===== src/pkg/ebi_consts.vh =====
`ifndef EBI_CONSTS_VH
`define EBI_CONSTS_VH
// ****************************************
// Register byte offsets
// ****************************************
`define EBI_REG_MODE 8'h00
`define EBI_REG_CSEN 8'h04
`define EBI_REG_ADDR 8'h08
`define EBI_REG_WDATA 8'h0C
`define EBI_REG_CMD 8'h10
`define EBI_REG_STATUS 8'h14
`define EBI_REG_RDATA 8'h18
// ****************************************
// Field positions
// ****************************************
`define EBI_MODE_SCHEME_BIT 2
`define EBI_MODE_MUX_BIT 3
`define EBI_CMD_START_BIT 0
`define EBI_CMD_WRITE_BIT 1
`define EBI_CMD_WORD_BIT 2
`define EBI_ST_BUSY_BIT 0
`define EBI_ST_WIDTH8_BIT 1
`define EBI_ST_HOLD_BIT 2
`define EBI_ST_WAIT_BIT 3
`define EBI_ST_DONE_BIT 4
`define EBI_ST_REFUSED_BIT 5
// ****************************************
// Processor mode encodings
// ****************************************
`define EBI_PM_SINGLE 2'h0
`define EBI_PM_EXPAND 2'h1
`define EBI_PM_RSVD 2'h2
`define EBI_PM_MICRO 2'h3
// ****************************************
// Reset values and timing
// ****************************************
`define EBI_CSEN_RST 4'h1
`define EBI_STRAP_WAIT 3'h4 // Past the mode synchroniser's flush
`endif


===== src/core/ebi_core.v =====
`timescale 1ns/1ns
`include "ebi_consts.vh"
// Function
// [RL1] Width pin low 16 bit, high 8 bit
// [RL2] Board holds width pin fixed
// [RL3] Upper byte lanes used only on 16-bit bus
// [RL4] Twenty address lines driven out
// [RL5] 8-bit mux: A0-A7 then D0-D7
// [RL6] 16-bit mux: A1-A8 then D0-D7
// [RL7] Four active-low chip selects per area
// [RL8] Split scheme: low even, high odd writes
// [RL9] Read strobe low during reads
// [RL10] Combined scheme: one write, byte-high on odd
// [RL11] Software picks combined scheme on 8 bit
// [RL12] Address latch strobe output for capture
// [RL13] Hold request pin kept high by board
// [RL14] Hold acknowledge low during hold
// [RL15] Wait input low stretches bus cycle
// [RL16] Mode pin picks start mode after reset
// [RL17] Low reset pin resets the block
// [RL18] Mode field 00 single, 01 expand, 11 micro
// [RL19] Strobes idle outside active external accesses
// [RL20] Address held through latch strobe end
module ebi_core (
    input wire clk_i,
    input wire rst_i,
    input wire ext_reset_n_i,
    input wire [31:0] wb_adr_i,
    input wire [31:0] wb_dat_i,
    input wire [3:0] wb_sel_i,
    input wire wb_we_i,
    input wire wb_cyc_i,
    input wire wb_stb_i,
    output wire [31:0] wb_dat_o,
    output wire wb_ack_o,
    input wire width_select_i,
    input wire mode_select_pin_i,
    input wire wait_request_n_i,
    input wire bus_hold_request_n_i,
    input wire [15:0] data_i,
    output wire [15:0] data_o,
    output wire [1:0] data_oe_o,
    output wire [19:0] addr_o,
    output wire [3:0] chip_select_n_o,
    output wire write_low_strobe_n_o,
    output wire write_high_strobe_n_o,
    output wire read_strobe_n_o,
    output wire addr_latch_strobe_o,
    output wire hold_ack_out_n_o
);
    // ****************************************
    // States
    // ****************************************
    localparam ST_IDLE = 3'h0;
    localparam ST_LATCH = 3'h1;
    localparam ST_AHOLD = 3'h2;
    localparam ST_STROBE = 3'h3;
    localparam ST_END = 3'h4;
    localparam ST_HOLD = 3'h5;

    // ****************************************
    // Pin synchronisers and reset
    // ****************************************
    wire reset_pin_n;
    wire width8;
    wire mode_pin;
    wire wait_n;
    wire hold_req_n;
    wire rst_all;

    ebi_sync #(.INIT(1'b1)) u_rst (.clk_i(clk_i), .rst_i(rst_i),
        .pin_i(ext_reset_n_i), .level_o(reset_pin_n));
    ebi_sync #(.INIT(1'b0)) u_width (.clk_i(clk_i), .rst_i(rst_i),
        .pin_i(width_select_i), .level_o(width8)); // RL1
    ebi_sync #(.INIT(1'b0)) u_mode (.clk_i(clk_i), .rst_i(rst_i),
        .pin_i(mode_select_pin_i), .level_o(mode_pin));
    ebi_sync #(.INIT(1'b1)) u_wait (.clk_i(clk_i), .rst_i(rst_i),
        .pin_i(wait_request_n_i), .level_o(wait_n));
    ebi_sync #(.INIT(1'b1)) u_hold (.clk_i(clk_i), .rst_i(rst_i),
        .pin_i(bus_hold_request_n_i), .level_o(hold_req_n));

    // Bus reset also follows the external reset pin
    assign rst_all = rst_i | ~reset_pin_n; // RL17

    // ****************************************
    // Registers
    // ****************************************
    reg [1:0] pm_q;
    reg scheme_q;
    reg mux_q;
    reg [2:0] strap_cnt_q;
    reg strap_done_q;
    reg [3:0] csen_q;
    reg [19:0] acc_addr_q;
    reg [15:0] wdata_q;
    reg [15:0] rdata_q;
    reg acc_write_q;
    reg acc_word_q;
    reg done_q;
    reg refused_q;
    reg ack_q;
    reg [31:0] rd_q;
    reg [2:0] st_q;
    reg second_q;
    reg [19:0] addr_q;
    reg [15:0] dout_q;
    reg [1:0] oe_q;
    reg [3:0] cs_n_q;
    reg wrl_n_q;
    reg wrh_n_q;
    reg rd_n_q;
    reg ale_q;
    reg hold_ack_out_n_q;

    wire bus_on;
    wire wb_req;
    wire wb_wr;
    wire [7:0] reg_off;
    wire start_req;

    // External bus is live only outside single-chip mode
    assign bus_on = (pm_q != `EBI_PM_SINGLE); // RL18
    assign wb_req = wb_cyc_i & wb_stb_i & ~ack_q;
    assign wb_wr = wb_req & wb_we_i;
    assign reg_off = {wb_adr_i[7:2], 2'h0};
    assign start_req = wb_wr & wb_sel_i[0] & (reg_off == `EBI_REG_CMD) &
        wb_dat_i[`EBI_CMD_START_BIT];

    // Chip select decode from the top two address bits
    function [3:0] cs_decode;
        input [19:0] a;
        input [3:0] en;
        begin
            cs_decode = ~((4'h1 << a[19:18]) & en);
        end
    endfunction

    // Byte address of the current beat
    function [19:0] beat_addr;
        input [19:0] a;
        input second;
        begin
            beat_addr = second ? (a | 20'h00001) : a;
        end
    endfunction

    // ****************************************
    // Wishbone slave
    // ****************************************
    // One-cycle registered answer, ack drops after one cycle
    always @(posedge clk_i) begin
        if (rst_all) begin
            ack_q <= 1'b0;
            rd_q <= 32'h00000000;
        end else begin
            ack_q <= wb_req;
            rd_q <= 32'h00000000;
            if (wb_req & ~wb_we_i) begin
                case (reg_off)
                    `EBI_REG_MODE: rd_q <= {28'h0000000, mux_q, scheme_q, pm_q};
                    `EBI_REG_CSEN: rd_q <= {28'h0000000, csen_q};
                    `EBI_REG_ADDR: rd_q <= {12'h000, acc_addr_q};
                    `EBI_REG_WDATA: rd_q <= {16'h0000, wdata_q};
                    `EBI_REG_CMD: rd_q <= {29'h00000000, acc_word_q, acc_write_q, 1'b0};
                    `EBI_REG_STATUS: rd_q <= {26'h0000000, refused_q, done_q,
                        ~wait_n & (st_q == ST_STROBE), (st_q == ST_HOLD), width8,
                        (st_q != ST_IDLE)};
                    `EBI_REG_RDATA: rd_q <= {16'h0000, rdata_q};
                    default: rd_q <= 32'h00000000;
                endcase
            end
        end
    end

    // Configuration writes and start-up mode capture
    always @(posedge clk_i) begin
        if (rst_all) begin
            pm_q <= `EBI_PM_SINGLE;
            scheme_q <= 1'b0;
            mux_q <= 1'b0;
            strap_cnt_q <= 3'h0;
            strap_done_q <= 1'b0;
            csen_q <= `EBI_CSEN_RST;
            acc_addr_q <= 20'h00000;
            wdata_q <= 16'h0000;
            acc_write_q <= 1'b0;
            acc_word_q <= 1'b0;
        end else begin
            // Mode pin taken only once its synchroniser shows the pin
            if (!strap_done_q) begin
                strap_cnt_q <= strap_cnt_q + 3'h1;
                if (strap_cnt_q == `EBI_STRAP_WAIT) begin
                    strap_done_q <= 1'b1;
                    pm_q <= mode_pin ? `EBI_PM_MICRO : `EBI_PM_SINGLE; // RL16
                end
            end
            if (wb_wr & wb_sel_i[0]) begin
                case (reg_off)
                    `EBI_REG_MODE: begin
                        if (wb_dat_i[1:0] != `EBI_PM_RSVD) begin
                            pm_q <= wb_dat_i[1:0]; // RL18
                        end
                        scheme_q <= wb_dat_i[`EBI_MODE_SCHEME_BIT];
                        mux_q <= wb_dat_i[`EBI_MODE_MUX_BIT];
                    end
                    `EBI_REG_CSEN: csen_q <= wb_dat_i[3:0];
                    `EBI_REG_CMD: begin
                        if (st_q == ST_IDLE) begin
                            acc_write_q <= wb_dat_i[`EBI_CMD_WRITE_BIT];
                            acc_word_q <= wb_dat_i[`EBI_CMD_WORD_BIT];
                        end
                    end
                    default: begin
                    end
                endcase
            end
            if (wb_wr & (reg_off == `EBI_REG_ADDR)) begin
                if (wb_sel_i[0]) acc_addr_q[7:0] <= wb_dat_i[7:0];
                if (wb_sel_i[1]) acc_addr_q[15:8] <= wb_dat_i[15:8];
                if (wb_sel_i[2]) acc_addr_q[19:16] <= wb_dat_i[19:16];
            end
            if (wb_wr & (reg_off == `EBI_REG_WDATA)) begin
                if (wb_sel_i[0]) wdata_q[7:0] <= wb_dat_i[7:0];
                if (wb_sel_i[1]) wdata_q[15:8] <= wb_dat_i[15:8];
            end
        end
    end

    // ****************************************
    // Bus cycle sequencer
    // ****************************************
    wire [19:0] cur_addr;
    wire odd;
    wire wide;
    wire two_lanes;
    wire [7:0] mux_addr;
    wire done_set;
    wire done_clr;

    assign cur_addr = beat_addr(acc_addr_q, second_q);
    assign odd = cur_addr[0];
    // Word on a 16-bit bus at even address moves both lanes at once
    assign wide = ~width8; // RL1
    assign two_lanes = wide & acc_word_q & ~odd; // RL3
    // Shared lines carry A0-A7 on 8-bit, A1-A8 on 16-bit
    assign mux_addr = width8 ? cur_addr[7:0] : cur_addr[8:1]; // RL5 RL6
    assign done_set = (st_q == ST_END) & ~(acc_word_q & width8 & ~second_q);
    assign done_clr = wb_req & ~wb_we_i & (reg_off == `EBI_REG_STATUS);

    // Sticky done and refused flags; a new event wins over the read clear
    always @(posedge clk_i) begin
        if (rst_all) begin
            done_q <= 1'b0;
            refused_q <= 1'b0;
        end else begin
            if (done_set) begin
                done_q <= 1'b1;
            end else if (done_clr) begin
                done_q <= 1'b0;
            end
            if (start_req & (~bus_on | (st_q != ST_IDLE))) begin
                refused_q <= 1'b1;
            end else if (done_clr) begin
                refused_q <= 1'b0;
            end
        end
    end

    // Pin-level state machine
    always @(posedge clk_i) begin
        if (rst_all) begin
            st_q <= ST_IDLE;
            second_q <= 1'b0;
            rdata_q <= 16'h0000;
            addr_q <= 20'h00000;
            dout_q <= 16'h0000;
            oe_q <= 2'h0;
            cs_n_q <= 4'hF;
            wrl_n_q <= 1'b1;
            wrh_n_q <= 1'b1;
            rd_n_q <= 1'b1;
            ale_q <= 1'b0;
            hold_ack_out_n_q <= 1'b1;
        end else begin
            case (st_q)
                ST_IDLE: begin
                    // Strobes and selects idle between accesses
                    cs_n_q <= 4'hF; // RL19
                    wrl_n_q <= 1'b1;
                    wrh_n_q <= 1'b1;
                    rd_n_q <= 1'b1;
                    oe_q <= 2'h0;
                    ale_q <= 1'b0;
                    second_q <= 1'b0;
                    if (bus_on & ~hold_req_n) begin
                        st_q <= ST_HOLD;
                        hold_ack_out_n_q <= 1'b0; // RL14
                    end else if (start_req & bus_on) begin
                        st_q <= ST_LATCH;
                    end
                end
                ST_LATCH: begin
                    addr_q <= cur_addr; // RL4
                    cs_n_q <= cs_decode(cur_addr, csen_q); // RL7
                    ale_q <= 1'b1; // RL12
                    if (mux_q) begin
                        dout_q <= {8'h00, mux_addr}; // RL5 RL6
                        oe_q <= 2'h1;
                    end
                    st_q <= ST_AHOLD;
                end
                ST_AHOLD: begin
                    // Latch strobe falls on the same edge that takes the address off the shared lines
                    ale_q <= 1'b0; // RL20
                    st_q <= ST_STROBE;
                    if (acc_write_q) begin
                        if (width8) begin
                            dout_q <= {8'h00, second_q ? wdata_q[15:8] : wdata_q[7:0]};
                            oe_q <= 2'h1;
                        end else if (two_lanes) begin
                            dout_q <= wdata_q;
                            oe_q <= 2'h3;
                        end else if (odd) begin
                            dout_q <= {wdata_q[7:0], 8'h00}; // RL3
                            oe_q <= 2'h2;
                        end else begin
                            dout_q <= {8'h00, wdata_q[7:0]};
                            oe_q <= 2'h1;
                        end
                    end else begin
                        oe_q <= 2'h0;
                    end
                    if (~acc_write_q) begin
                        rd_n_q <= 1'b0; // RL9
                        wrh_n_q <= ~(scheme_q & (odd | two_lanes)); // RL10
                    end else if (scheme_q) begin
                        wrl_n_q <= 1'b0; // RL10
                        wrh_n_q <= ~(odd | two_lanes); // RL10
                    end else begin
                        wrl_n_q <= ~(~odd | width8); // RL8
                        wrh_n_q <= ~(wide & (odd | two_lanes)); // RL8
                    end
                end
                ST_STROBE: begin
                    // Stay while wait input is low
                    if (wait_n) begin // RL15
                        st_q <= ST_END;
                        wrl_n_q <= 1'b1;
                        wrh_n_q <= 1'b1;
                        rd_n_q <= 1'b1;
                        if (~acc_write_q) begin
                            if (width8) begin
                                if (second_q) rdata_q[15:8] <= data_i[7:0];
                                else rdata_q <= {8'h00, data_i[7:0]};
                            end else if (two_lanes) begin
                                rdata_q <= data_i;
                            end else begin
                                rdata_q <= {8'h00, odd ? data_i[15:8] : data_i[7:0]};
                            end
                        end
                    end
                end
                ST_END: begin
                    cs_n_q <= 4'hF; // RL19
                    oe_q <= 2'h0;
                    if (acc_word_q & width8 & ~second_q) begin
                        second_q <= 1'b1;
                        st_q <= ST_LATCH;
                    end else begin
                        st_q <= ST_IDLE;
                    end
                end
                ST_HOLD: begin
                    if (hold_req_n) begin
                        hold_ack_out_n_q <= 1'b1;
                        st_q <= ST_IDLE;
                    end
                end
                default: st_q <= ST_IDLE;
            endcase
        end
    end

    // ****************************************
    // Outputs
    // ****************************************
    assign wb_dat_o = rd_q;
    assign wb_ack_o = ack_q;
    assign data_o = dout_q;
    assign data_oe_o = oe_q;
    assign addr_o = addr_q;
    assign chip_select_n_o = cs_n_q;
    assign write_low_strobe_n_o = wrl_n_q;
    assign write_high_strobe_n_o = wrh_n_q;
    assign read_strobe_n_o = rd_n_q;
    assign addr_latch_strobe_o = ale_q;
    assign hold_ack_out_n_o = hold_ack_out_n_q;
endmodule


===== src/core/ebi_sync.v =====
`timescale 1ns/1ns
// ****************************************
// Three-stage pin synchroniser
// ****************************************
module ebi_sync #(
    parameter INIT = 1'b0
) (
    input wire clk_i,
    input wire rst_i,
    input wire pin_i,
    output wire level_o
);
    reg s1_q;
    reg s2_q;
    reg s3_q;
    reg level_q;

    // Stage chain; output follows once stages two and three agree
    always @(posedge clk_i) begin
        if (rst_i) begin
            s1_q <= INIT;
            s2_q <= INIT;
            s3_q <= INIT;
            level_q <= INIT;
        end else begin
            s1_q <= pin_i;
            s2_q <= s1_q;
            s3_q <= s2_q;
            if (s2_q == s3_q) begin
                level_q <= s3_q;
            end
        end
    end

    assign level_o = level_q;
endmodule


===== config.mk =====
export PLATFORM = sky130hd
export DESIGN_NAME = ebi_core
export DESIGN_NICKNAME = d
export VERILOG_FILES = /design/src/core/ebi_core.v /design/src/core/ebi_sync.v
export VERILOG_INCLUDE_DIRS = /design/src /design/src/pkg
export SDC_FILE = /design/constraint.sdc
export NUM_CORES = 1
export LEC_CHECK = 0
export BUFFER_PORTS_ARGS = -buffer_cell sky130_fd_sc_hd__buf_2
export CAP_MARGIN = 10
export CORE_UTILIZATION = 35
export DETAILED_ROUTE_END_ITERATION = 12
export PLACE_DENSITY_LB_ADDON = 0.3
export SYNTH_ARGS = -nofsm -noshare
export SYNTH_HDL_FRONTEND = slang
export SYNTH_SLANG_ARGS = --single-unit

===== constraint.sdc =====
create_clock -name clk_i -period 2.1 [get_ports clk_i]
set_clock_uncertainty 0.15 [all_clocks]
set_input_delay 0.315 -clock clk_i [delete_from_list [all_inputs] [get_ports clk_i]]
set_output_delay 0.315 -clock clk_i [all_outputs]
set_load 0.01 [all_outputs]

==> summary.txt, run 1 <==
Status
  • Run status: finished, final reports clean

Worst setup path
  • CP max FO: 16
  • Critical path's top delay family: compound AO/OA/AOI/OAI gates
  • Worst Path Buf+Inv: 1
  • Critical-path cell list: nand3b_1 -> a21o_1 -> buf_4 -> nand2_1 -> a21oi_1
  • FF-to-FF End: data_o[0]
  • Crit Path Class: flip-flop to flip-flop
  • WP data required: 2.31 ns
  • RR Startpoint: st_q[0]
  • Critical Path Start Type: flip-flop
  • CP peak stage delay: 0.51 ns
  • Master of the slowest instance on the critical path: a21o_1
  • Reg2Reg Setup Slack: 0.20 ns
  • CP arrival: 2.11 ns
  • Critical path capture point type: flip-flop
  • Reg2Reg Depth: 5

Flow run
  • Max-cap check violation count: 0

Placement
  • HPWL after detailed placement: 14,000 um
  • Pre-CTS setup slack: 0.145 ns
  • Buffers on Ports: 122
  • # placed instances: 1,079
  • Gp weighted congestion: 0.896

Power and ir drop
  • Pwr/cell area: 744 nW/um2
  • Reg power frac: 48.6%
  • Max rail drop VDD: 0.555 mV
  • P_int: 4940 uW
  • Leakage: 0.00363 uW
  • Sw frac: 21.9%
  • Psw: 1380 uW
  • Logic pwr share: 4.3%
  • Power share of the clock group: 47.1%

Route
  • Vias per cell: 5.17
  • Via count: 5,816
  • ANT nets after route: 0
  • DRC Markers: 0
  • DR WL/cell: 16.8 um
  • Wirelength, routed: 18,900 um
  • Drt first pass iters: 8
  • Initial DRC count: 483

Timing
  • Final slew viol count: 0
  • Slew HR: 61.8%
  • Fmax: 0.526 GHz
  • RSZ-0062 raised after global routing: false
  • Final period utilization: 90.4%
  • Setup WS post-layout: 0.201 ns
  • Final setup viols: 0
  • Setup TNS: 0 ns
  • Worst-Margin Slew: 0.573 ns
  • Final Hold Violating Endpoints: 0
  • Final worst path period need: 1.90 ns

GRT
  • Largest net degree at the start of global routing: 54
  • First-pass GRT wire length: 29,400 um
  • All-layer global routing usage: 19.6%
  • Remaining Overflow, GRT: 0
  • Vias in the first global route: 5,397
  • Initial antenna violation count: 1

Clock network
  • Total CTS buffers: 17
  • Worst skew pair latency: 0.43 ns
  • TritonCTS clock tree: yes
  • CTS sink count: 160
  • Clock buffer depth: 2
  • Reg clk slew, reported paths: 0.06 ns
  • H-Tree Level Count: 4
  • Post-CTS Setup Repair Bufs: 0
  • Root Buffer: clkbuf_16

Die
  • Io pins: 174
  • Num rows: 50
  • Die H: 140 um
  • Die area: 19,600 um2
  • Die Width: 140 um
  • Core area: 18,700 um2
  • Initial Util: 35.7%

Final layout
  • Commonest non-fill, non-tap cell in the layout: dfxtp_1
  • Layout cells sized above 1: 25.9%
  • Final core occ: 45.5%
  • Nets: 978
  • N_diodes: 0
  • Commonest non-fill, non-tap cells in the layout: dfxtp_1 (160), buf_2 (122), nor2_1 (99)
  • Synth-to-Final Area Change: 27.3%
  • Finished Layout Cells: 1,126
  • # fillers: 1,843

Synth
  • Cell accounting for the most synthesized area: dfxtp_1
  • Yosys reg bits: 160
  • Mapped cell area: 6680 um2
  • Synth top area share: 47.9%
  • Top cells by area, synth: dfxtp_1 (48%), mux2i_1 (8.8%), nor2_1 (5.6%), a21oi_1 (4.5%), nand2_1 (3.8%)
  • EDFF count, synth: 0
  • Sequential element share of the synthesized area: 47.9%
  • Yosys warning total: 0
  • Synth unique cells: 58
  • Post-synth ARST share: 0%
  • Syn_area_per_cell: 9.20 um2
  • Syn Inst Count: 726
  • Top FF cell, synth: dfxtp_1

Worst hold path
  • Hold Crit Start: wb_dat_i[10]
  • Hold Crit Class: input port to flip-flop
  • Hold depth: 3
  • Worst Hold Endpoint: wdata_q[10]
==> stage by stage <==
step                hold slack [ns]  instance area (um2)  power, uW
global route                 0.0124                 8500       6550
CTS                        0.000969                 8500       6380
floorplan                     0.239                 6720       3280
detailed placement            0.246                 7760       3390
global placement              0.242                 7760       3380
finish                       0.0170                 8500       6320
==> tightest hold or removal path: stages <==
cell and delay (ns):
buf_2 0.09, mux2i_1 0.06, nor2_1 0.09
==> Yosys cell counts (2+ instances only) <==
cell and n:
dfxtp_1 160, nor2_1 99, nand2_1 67, a21oi_1 60
mux2i_1 59, clkbuf_1 34, a22oi_1 23, o21ai_0 20
a211oi_1 18, nor2b_1 13, buf_4 12, a222oi_1 11
buf_2 11, or2_2 11, a221o_1 9, a22o_1 9
and2_1 8, nand3_1 8, or3b_2 8, nand2b_1 7
nand4_1 6, nor3_1 6, inv_1 5, mux2_2 5
nand3b_1 5, nand4_2 4, o21bai_1 4, a21o_1 3
a31oi_1 3, a32oi_1 3, buf_1 3, nor3b_1 3
and2_0 2, ha_1 2, or3_1 2
==> worst max-delay path by stage <==
stage | slack (ns) | depth (start not counted) | to | start
after floorplan | 0.30 | 5 | pm_q[1] | wb_ack_o
after global routing | 0.09 | 5 | data_o[4] | st_q[0]
after CTS | 0.21 | 5 | data_o[0] | st_q[0]
after detailed placement | 0.14 | 6 | acc_addr_q[17] | wb_adr_i[3]
final | 0.20 | 5 | data_o[0] | st_q[0]
after global placement | 0.19 | 6 | acc_addr_q[16] | wb_adr_i[3]
==> state kept, by name, summed over array words and instances (netlist names), 2 cells and up <==
signal           cells
wdata_q             16
addr_o              20
strap_cnt_q          3
rdata_q             16
chip_select_n_o      4
wb_dat_o            20
pm_q                 2
acc_addr_q          20
csen_q               4
data_o              16
st_q                 3
data_oe_o            2
==> metal layers <==
| metal | up-vias | GRT usage, % | wire length [um] |
|---|---|---|---|
| met4 | 0 | 6.59 | 339 |
| met2 | 204 | 29.1 | 8220 |
| met3 | 30 | 6.29 | 1300 |
| li1 | 2876 | - | - |
| met1 | 2706 | 26.6 | 9080 |
| met5 | - | 0 | 0 |
==> power by group through the flow <==
stage	registers (uW)	clock network, uW	logic (uW)
after floorplan	3140	0	140
after global placement	3140	0	243
after detailed placement	3140	0	246
after CTS	3070	3030	273
after global routing	3070	3180	300
final	3070	2980	274
==> final cells by class <==
| type | instances | area, um2 | area share (%) |
|---|---|---|---|
| timing repair buffer | 186 | 1200 | 14.1 |
| clock inverter | 9 | 113 | 1.32 |
| inverter | 5 | 18.8 | 0.221 |
| tap | 234 | 293 | 3.44 |
| multi-input combinational | 512 | 3230 | 38.0 |
| sequential | 160 | 3200 | 37.7 |
| clock buffer | 20 | 447 | 5.25 |
==> cells by family after synthesis <==
family | count (synthesis) | synth area share, %
adders and majority gates | 2 | 0.374
xor gates and xnor gates | 2 | 0.262
DFF | 160 | 47.9
AOI/OAI and AO/OA | 168 | 17.1
and+or+nand+nor | 263 | 19.7
other | 1 | 0.0561
buffers and inverters | 65 | 4.53
muxes | 65 | 10.0
==> what timing repair did <==
item,in CTS,in global routing
endpoints found under the hold margin,22,0
resized for setup,0,0
hold buffers,18,0
No activity file was read; power rests on OpenSTA's default activity.
==> inputs of run 2 (changes only) <==
--- a/config.mk
+++ b/config.mk
@@ -6,6 +6,7 @@
 export SDC_FILE = /design/constraint.sdc
 export NUM_CORES = 1
 export LEC_CHECK = 0
+export ABC_AREA = 1
 export BUFFER_PORTS_ARGS = -buffer_cell sky130_fd_sc_hd__buf_2
 export CAP_MARGIN = 10
 export CORE_UTILIZATION = 35
==> constraint.sdc (replaced) <==
create_clock -name clk_i -period 1.9 [get_ports clk_i]
set_clock_uncertainty 0.15 [all_clocks]
set_input_delay 0.285 -clock clk_i [delete_from_list [all_inputs] [get_ports clk_i]]
set_output_delay 0.285 -clock clk_i [all_outputs]
set_load 0.01 [all_outputs]
==> run 2 against run 1 <==
Effect of this change: combinational power increased by 19%; worst hold slack lost 0.0072 ns; register-to-register slack worse by 0.06 ns; count of clock-buffer cells in the layout rose by 1; setup slack worse by 0.056 ns; highest routed layer unchanged.
==> summary.txt, run 2 <==
Placement
  • Gp weighted congestion: 0.886 (-1.1%)
  • HPWL after detailed placement: 14,600 um (+4.5%)
  • Buffers on Ports: 122 (unchanged)
  • # placed instances: 1,210 (+12%)

Die
  • Core area: 18,700 um2 (unchanged)
  • Initial Util: 35.8% (+0.11 points)
  • Die area: 19,700 um2 (+0.29%)
  • Io pins: 174 (unchanged)
  • Die Width: 140 um (+0.15%)
  • Die H: 140 um (+0.15%)
  • Num rows: 50 (unchanged)

Synth
  • EDFF count, synth: 0 (unchanged)
  • Synth top area share: 47.8% (-0.14 points)
  • Post-synth ARST share: 0% (unchanged)
  • Syn_area_per_cell: 7.77 um2 (-16%)
  • Mapped cell area: 6700 um2 (+0.30%)
  • Top-count cell post-synth: dfxtp_1
  • Yosys warning total: 0 (unchanged)
  • Sequential element share of the synthesized area: 47.8% (-0.14 points)
  • Top cells by area, synth: dfxtp_1 (48%), o21ai_0 (8.6%), a21oi_1 (7.7%), nand2_1 (6.0%), inv_1 (4.8%)
  • Cell accounting for the most synthesized area: dfxtp_1
  • Synth top cells by count: dfxtp_1 (160), o21ai_0 (115), nand2_1 (107)
  • Top FF cell, synth: dfxtp_1
  • Yosys reg bits: 160 (unchanged)
  • Synth unique cells: 42 (-28%)
  • Syn Inst Count: 863 (+19%)

Power and ir drop
  • Leakage: 0.00353 uW (-2.8%)
  • Pwr/cell area: 852 nW/um2 (+14%)
  • Max rail drop VDD: 0.518 mV (-6.7%)

Route
  • ANT nets after route: 0 (unchanged)
  • DR WL/cell: 15.7 um (-6.6%)
  • Via count: 6,375 (+9.6%)
  • DRC Markers: 0 (unchanged)
  • Vias per cell: 4.99 (-3.3%)
  • Initial DRC count: 474 (-1.9%)
  • Drt first pass iters: 5 (-3)
  • Wirelength, routed: 20,100 um (+5.9%)

GRT
  • First-pass GRT wire length: 31,300 um (+6.6%)
  • Vias in the first global route: 5,765 (+6.8%)
  • Largest net degree at the start of global routing: 53 (-1.9%)
  • Remaining Overflow, GRT: 0 (unchanged)
  • Initial antenna violation count: 0 (-1)
  • All-layer global routing usage: 20.7% (+1.1 points)

Worst setup path
  • Reg2Reg Depth: 10 (+5)
  • CP arrival: 1.93 ns (-0.18 ns)
  • FF-to-FF End: data_o[1]
  • Critical Path Start Type: flip-flop
  • Reg2Reg Setup Slack: 0.14 ns (-0.06 ns)
  • CP max FO: 25 (+9)
  • RR Startpoint: st_q[2]
  • WP data required: 2.08 ns (-0.23 ns)
  • Critical path capture point type: flip-flop
  • Crit Path Class: flip-flop to flip-flop

Timing
  • RSZ-0062 raised after global routing: false
  • Worst-Margin Slew: 0.665 ns (+0.0923 ns)
  • Final Hold Violating Endpoints: 0 (unchanged)
  • Final setup viols: 0 (unchanged)
  • Slew HR: 55.7% (-6.2 points)
  • Final slew viol count: 0 (unchanged)
  • Final worst path period need: 1.76 ns (-0.144 ns)
  • Setup TNS: 0 ns (unchanged)
  • Fmax: 0.570 GHz (+8.2%)
  • Final period utilization: 92.4% (+1.9 points)

Clock network
  • Root Buffer: clkbuf_16
  • H-Tree Level Count: 4 (unchanged)
  • Total CTS buffers: 17 (unchanged)
  • CTS sink count: 160 (unchanged)
  • TritonCTS clock tree: yes
  • Worst skew pair latency: 0.43 ns (about the same)
  • Reg clk slew, reported paths: 0.07 ns (about the same)
  • Clock buffer depth: 2 (unchanged)

Final layout
  • Finished Layout Cells: 1,277 (+13%)
  • FF/Latch Area: 3200 um2 (unchanged)
  • Nets: 1,126 (+15%)
  • Commonest non-fill, non-tap cells in the layout: dfxtp_1 (160), buf_2 (122), o21ai_0 (115)
  • Synth-to-Final Area Change: 27.6%
  • # fillers: 1,872 (+1.6%)
  • Layout cells sized above 1: 22.8% (-3.1 points)
  • Commonest non-fill, non-tap cell in the layout: dfxtp_1
  • Multi-input gate area: 2900 um2 (-10%)
  • N_diodes: 0 (unchanged)

Worst hold path
  • Hold depth: 3 (unchanged)
  • Hold Crit Class: input port to flip-flop
  • Worst Hold Endpoint: rdata_q[6]
  • Hold Crit Start: data_i[6]

Flow run
  • Max-cap check violation count: 0 (unchanged)

Status
  • Run status: finished, final reports clean
run 2: cell count changes after synthesis, moves of 16 or more:
cell      previous run  this run
a21oi_1             60       103
o21ai_0             20       115
a211oi_1            18         1
nand2_1             67       107
mux2i_1             59         0
nor2_1              99        71
inv_1                5        85
clkbuf_1            34        18
nand3_1              8        50
o22ai_1              1        17
a22oi_1             23         0
run 2: power by group:
part	switching [uW]	leakage (uW)	internal, uW
clock network	1410	0.000291	2150
logic	179	0.00195	146
registers	13.4	0.00129	3380
total	1610	0.00353	5670
run 2: layer usage:
metal	GRT usage [%]	part of all wire, %	vias up
met4	6.94	1.3	0
met5	0	0	-
li1	-	-	3197
met3	3.21	5.0	20
met2	31.5	44	215
met1	29.7	50	2943
run 2: logic make-up (layout without fill, tap and decap cells):
group           count (synthesis)  count (layout)  share of synthesized area (%)
simple gates                  287             287                           20.2
fa+ha+maj                       2               2                          0.373
compound gates                270             270                           21.9
flops                         160             160                           47.8
other cells                     1              12                         0.0560
buf+inv                       143             312                           9.60
run 2: area by class of cell:
class	count	share of cell area (%)
Sequential cell	160	37.5
Timing Repair Buffer	184	13.8
Clock inverter	11	1.79
Tap cell	234	3.43
Clock buffer	21	5.39
Inverter	96	4.26
Multi-Input combinational cell	571	33.9
run 2: worst max path at each step:
stage | depth (start not counted) | to | startpoint
global placement | 7 | wb_dat_o[7] | wb_adr_i[7]
finish | 10 | data_o[1] | st_q[2]
global route | 10 | data_o[1] | st_q[2]
detailed placement | 7 | wb_dat_o[6] | wb_adr_i[7]
CTS | 10 | write_low_strobe_n_o | rst_i
floorplan | 6 | pm_q[1] | wb_ack_o
run 2: worst max-delay path: stages, from the launching register on:
cell and delay [ns]:
dfxtp_1 0.36, inv_2 0.11, nand2_2 0.10, nor2_4 0.10, inv_2 0.05, nor2_4 0.11
inv_2 0.06, nand2_4 0.23, nand3_1 0.19, o211ai_1 0.12, inv_1 0.05
run 2: stage by stage:
stage | power (uW) | utilization, % | area, um2 | setup slack, ns | hold WS [ns]
2_1_floorplan | 3620 | - | 6740 | 0.414 | 0.238
3_3_place_gp | 3730 | 40.5 | 7580 | 0.0354 | 0.245
3_5_place_dp | 3730 | 40.5 | 7580 | 0.0266 | 0.244
4_1_cts | 7330 | 45.7 | 8550 | 0.0765 | 0.00184
5_1_grt | 7480 | 45.7 | 8550 | 0.00926 | 0.0222
6_report | 7280 | 45.7 | 8550 | 0.145 | 0.00981
run 2: repair_timing:
item | CTS | global route
resized for setup | 0 | 1
hold endpoints to repair | 38 | 0
buffers inserted | 0 | 0
endpoints found under the setup margin | 0 | 43
hold buffers | 35 | 0
==> inputs of run 3 (changes only) <==
--- a/config.mk
+++ b/config.mk
@@ -6,7 +6,7 @@
 export SDC_FILE = /design/constraint.sdc
 export NUM_CORES = 1
 export LEC_CHECK = 0
-export ABC_AREA = 1
+export ABC_AREA = 0
 export BUFFER_PORTS_ARGS = -buffer_cell sky130_fd_sc_hd__buf_2
 export CAP_MARGIN = 10
 export CORE_UTILIZATION = 35
==> run 3 against run 2 <==
Effect of this change: sequential share of layout area down 0.74 points; combinational power down 3%; routed wire length down 6.2%; utilization up 0.92 points; setup slack worse by 0.050 ns.
==> summary.txt, run 3 (same netlist as run 1, synthesis figures left out) <==
Worst setup path
  • WP data required: 2.11 ns (+0.03 ns)
  • Critical Path Start Type: flip-flop
  • CP arrival: 2.01 ns (+0.08 ns)
  • Critical-path cell list: or3b_1 -> buf_4 -> a221o_1 -> a21oi_1
  • CP peak stage delay: 0.48 ns (+0.12 ns)
  • Critical path capture point type: flip-flop
  • CP max FO: 16 (-36%)
  • Master of the slowest instance on the critical path: or3b_1
  • Crit Path Class: flip-flop to flip-flop

Die
  • Die Width: 140 um (-0.15%)
  • Io pins: 174 (unchanged)
  • Initial Util: 35.7% (-0.11 points)
  • Core area: 18,700 um2 (unchanged)
  • Die area: 19,600 um2 (-0.29%)
  • Die H: 140 um (-0.15%)
  • Num rows: 50 (unchanged)

Placement
  • Buffers on Ports: 122 (unchanged)
  • HPWL after detailed placement: 14,000 um (-4.4%)
  • Gp weighted congestion: 0.883 (-0.38%)

GRT
  • Largest net degree at the start of global routing: 48 (-9.4%)
  • Initial antenna violation count: 0 (unchanged)
  • All-layer global routing usage: 19.6% (-1.1 points)
  • Remaining Overflow, GRT: 0 (unchanged)
  • First-pass GRT wire length: 29,700 um (-5.1%)
  • Vias in the first global route: 5,460 (-5.3%)

Timing
  • RSZ-0062 raised after global routing: false
  • Slew HR: 60.0% (+4.3 points)
  • Final period utilization: 95.0% (+2.6 points)
  • Final Hold Violating Endpoints: 0 (unchanged)
  • Final setup viols: 0 (unchanged)
  • Fmax: 0.554 GHz (-2.8%)
  • Final slew viol count: 0 (unchanged)
  • Worst-Margin Slew: 0.599 ns (-0.0663 ns)
  • Setup TNS: 0 ns (unchanged)
  • Final worst path period need: 1.80 ns (+0.0499 ns)

Route
  • DR WL/cell: 16.4 um (+4.5%)
  • Wirelength, routed: 18,800 um (-6.2%)
  • Drt first pass iters: 5 (unchanged)
  • ANT nets after route: 0 (unchanged)
  • Initial DRC count: 497 (+4.9%)
  • DRC Markers: 0 (unchanged)
  • Via count: 5,881 (-7.7%)
  • Vias per cell: 5.13 (+2.8%)

Flow run
  • Max-cap check violation count: 0 (unchanged)

Final layout
  • N_diodes: 0 (unchanged)
  • Layout cells sized above 1: 27.1% (+4.3 points)
  • Commonest non-fill, non-tap cells in the layout: dfxtp_1 (160), buf_2 (122), nor2_1 (99)
  • # fillers: 1,777 (-5.1%)
  • Nets: 995 (-12%)
  • Synth-to-Final Area Change: 30.5%
  • Commonest non-fill, non-tap cell in the layout: dfxtp_1

Power and ir drop
  • Max rail drop VDD: 0.629 mV (+21%)
  • Total power: 7200 uW (-1.0%)
  • Pwr/cell area: 826 nW/um2 (-3.0%)
  • Leakage: 0.00377 uW (+6.8%)

Clock network
  • CTS sink count: 160 (unchanged)
  • H-Tree Level Count: 4 (unchanged)
  • Clock buffer depth: 2 (unchanged)
  • Total CTS buffers: 17 (unchanged)
  • TritonCTS clock tree: yes
  • Post-CTS Setup Repair Bufs: 0 (unchanged)
  • Reg clk slew, reported paths: 0.07 ns (about the same)
  • Worst skew pair latency: 0.43 ns (about the same)
  • Root Buffer: clkbuf_16

Status
  • Run status: finished, final reports clean

Worst hold path
  • Hold Crit Class: input port to flip-flop
-- run 3: path summary, 6_finish.rpt --
check,from,end,cells after the start,slack (ns)
max,st_q[1],data_o[0],4,0.1
min,wb_dat_i[1],csen_q[1],3,0.04
max reg2reg,st_q[1],data_o[0],4,0.1
min reg2reg,u_hold.s1_q,u_hold.s2_q,1,0.26
-- run 3: final cells by class --
class | count | area (um2) | share of cell area [%]
clock buffers | 20 | 457 | 5.24
clock inverters | 12 | 146 | 1.68
inverters | 5 | 18.8 | 0.215
multi-input cells | 512 | 3230 | 37.1
flip-flops and latches | 160 | 3200 | 36.7
well taps | 234 | 293 | 3.36
repair buffers | 203 | 1370 | 15.7
-- run 3: critical path: cells and delay by family (launching register included) --
family                 cells  cell delay, ns
buffers and inverters      1            0.25
AOI/OAI and AO/OA          2            0.51
DFF                        1            0.35
and+or+nand+nor            1            0.48
-- run 3: stage by stage --
step	utilization, %	cell area [um2]	hold WS, ns	std cells	setup slack [ns]
5_1_grt	46.6	8720	0.0586	1146	0.00446
2_1_floorplan	-	6720	0.239	737	0.0998
4_1_cts	46.6	8720	0.0248	1146	0.0847
6_report	46.6	8720	0.0408	1146	0.0951
3_3_place_gp	42.0	7860	0.242	1089	0.0934
3_5_place_dp	42.0	7860	0.243	1089	0.0569
-- run 3: timing repair --
action                     CTS  global route
resized for setup            0             2
setup endpoints to repair    0            11
hold endpoints to repair    36             0
hold buffers                25             0
-- run 3: routing by layer --
layer / up-vias / wire length (um) / global-route usage, %
met3: 25 / 1240 / 4.48
met2: 212 / 8170 / 29.7
met5: - / 0 / 0
met1: 2719 / 9080 / 27.4
met4: 0 / 320 / 6.36
li1: 2925 / - / -
-- run 3: report_power, final --
part           total [uW]  switching (uW)  leakage (uW)  internal, uW
clock network        3490            1450      0.000297          2040
logic                 316             170       0.00218           146
registers            3400            16.4       0.00129          3380
total                7200            1640       0.00377          5570
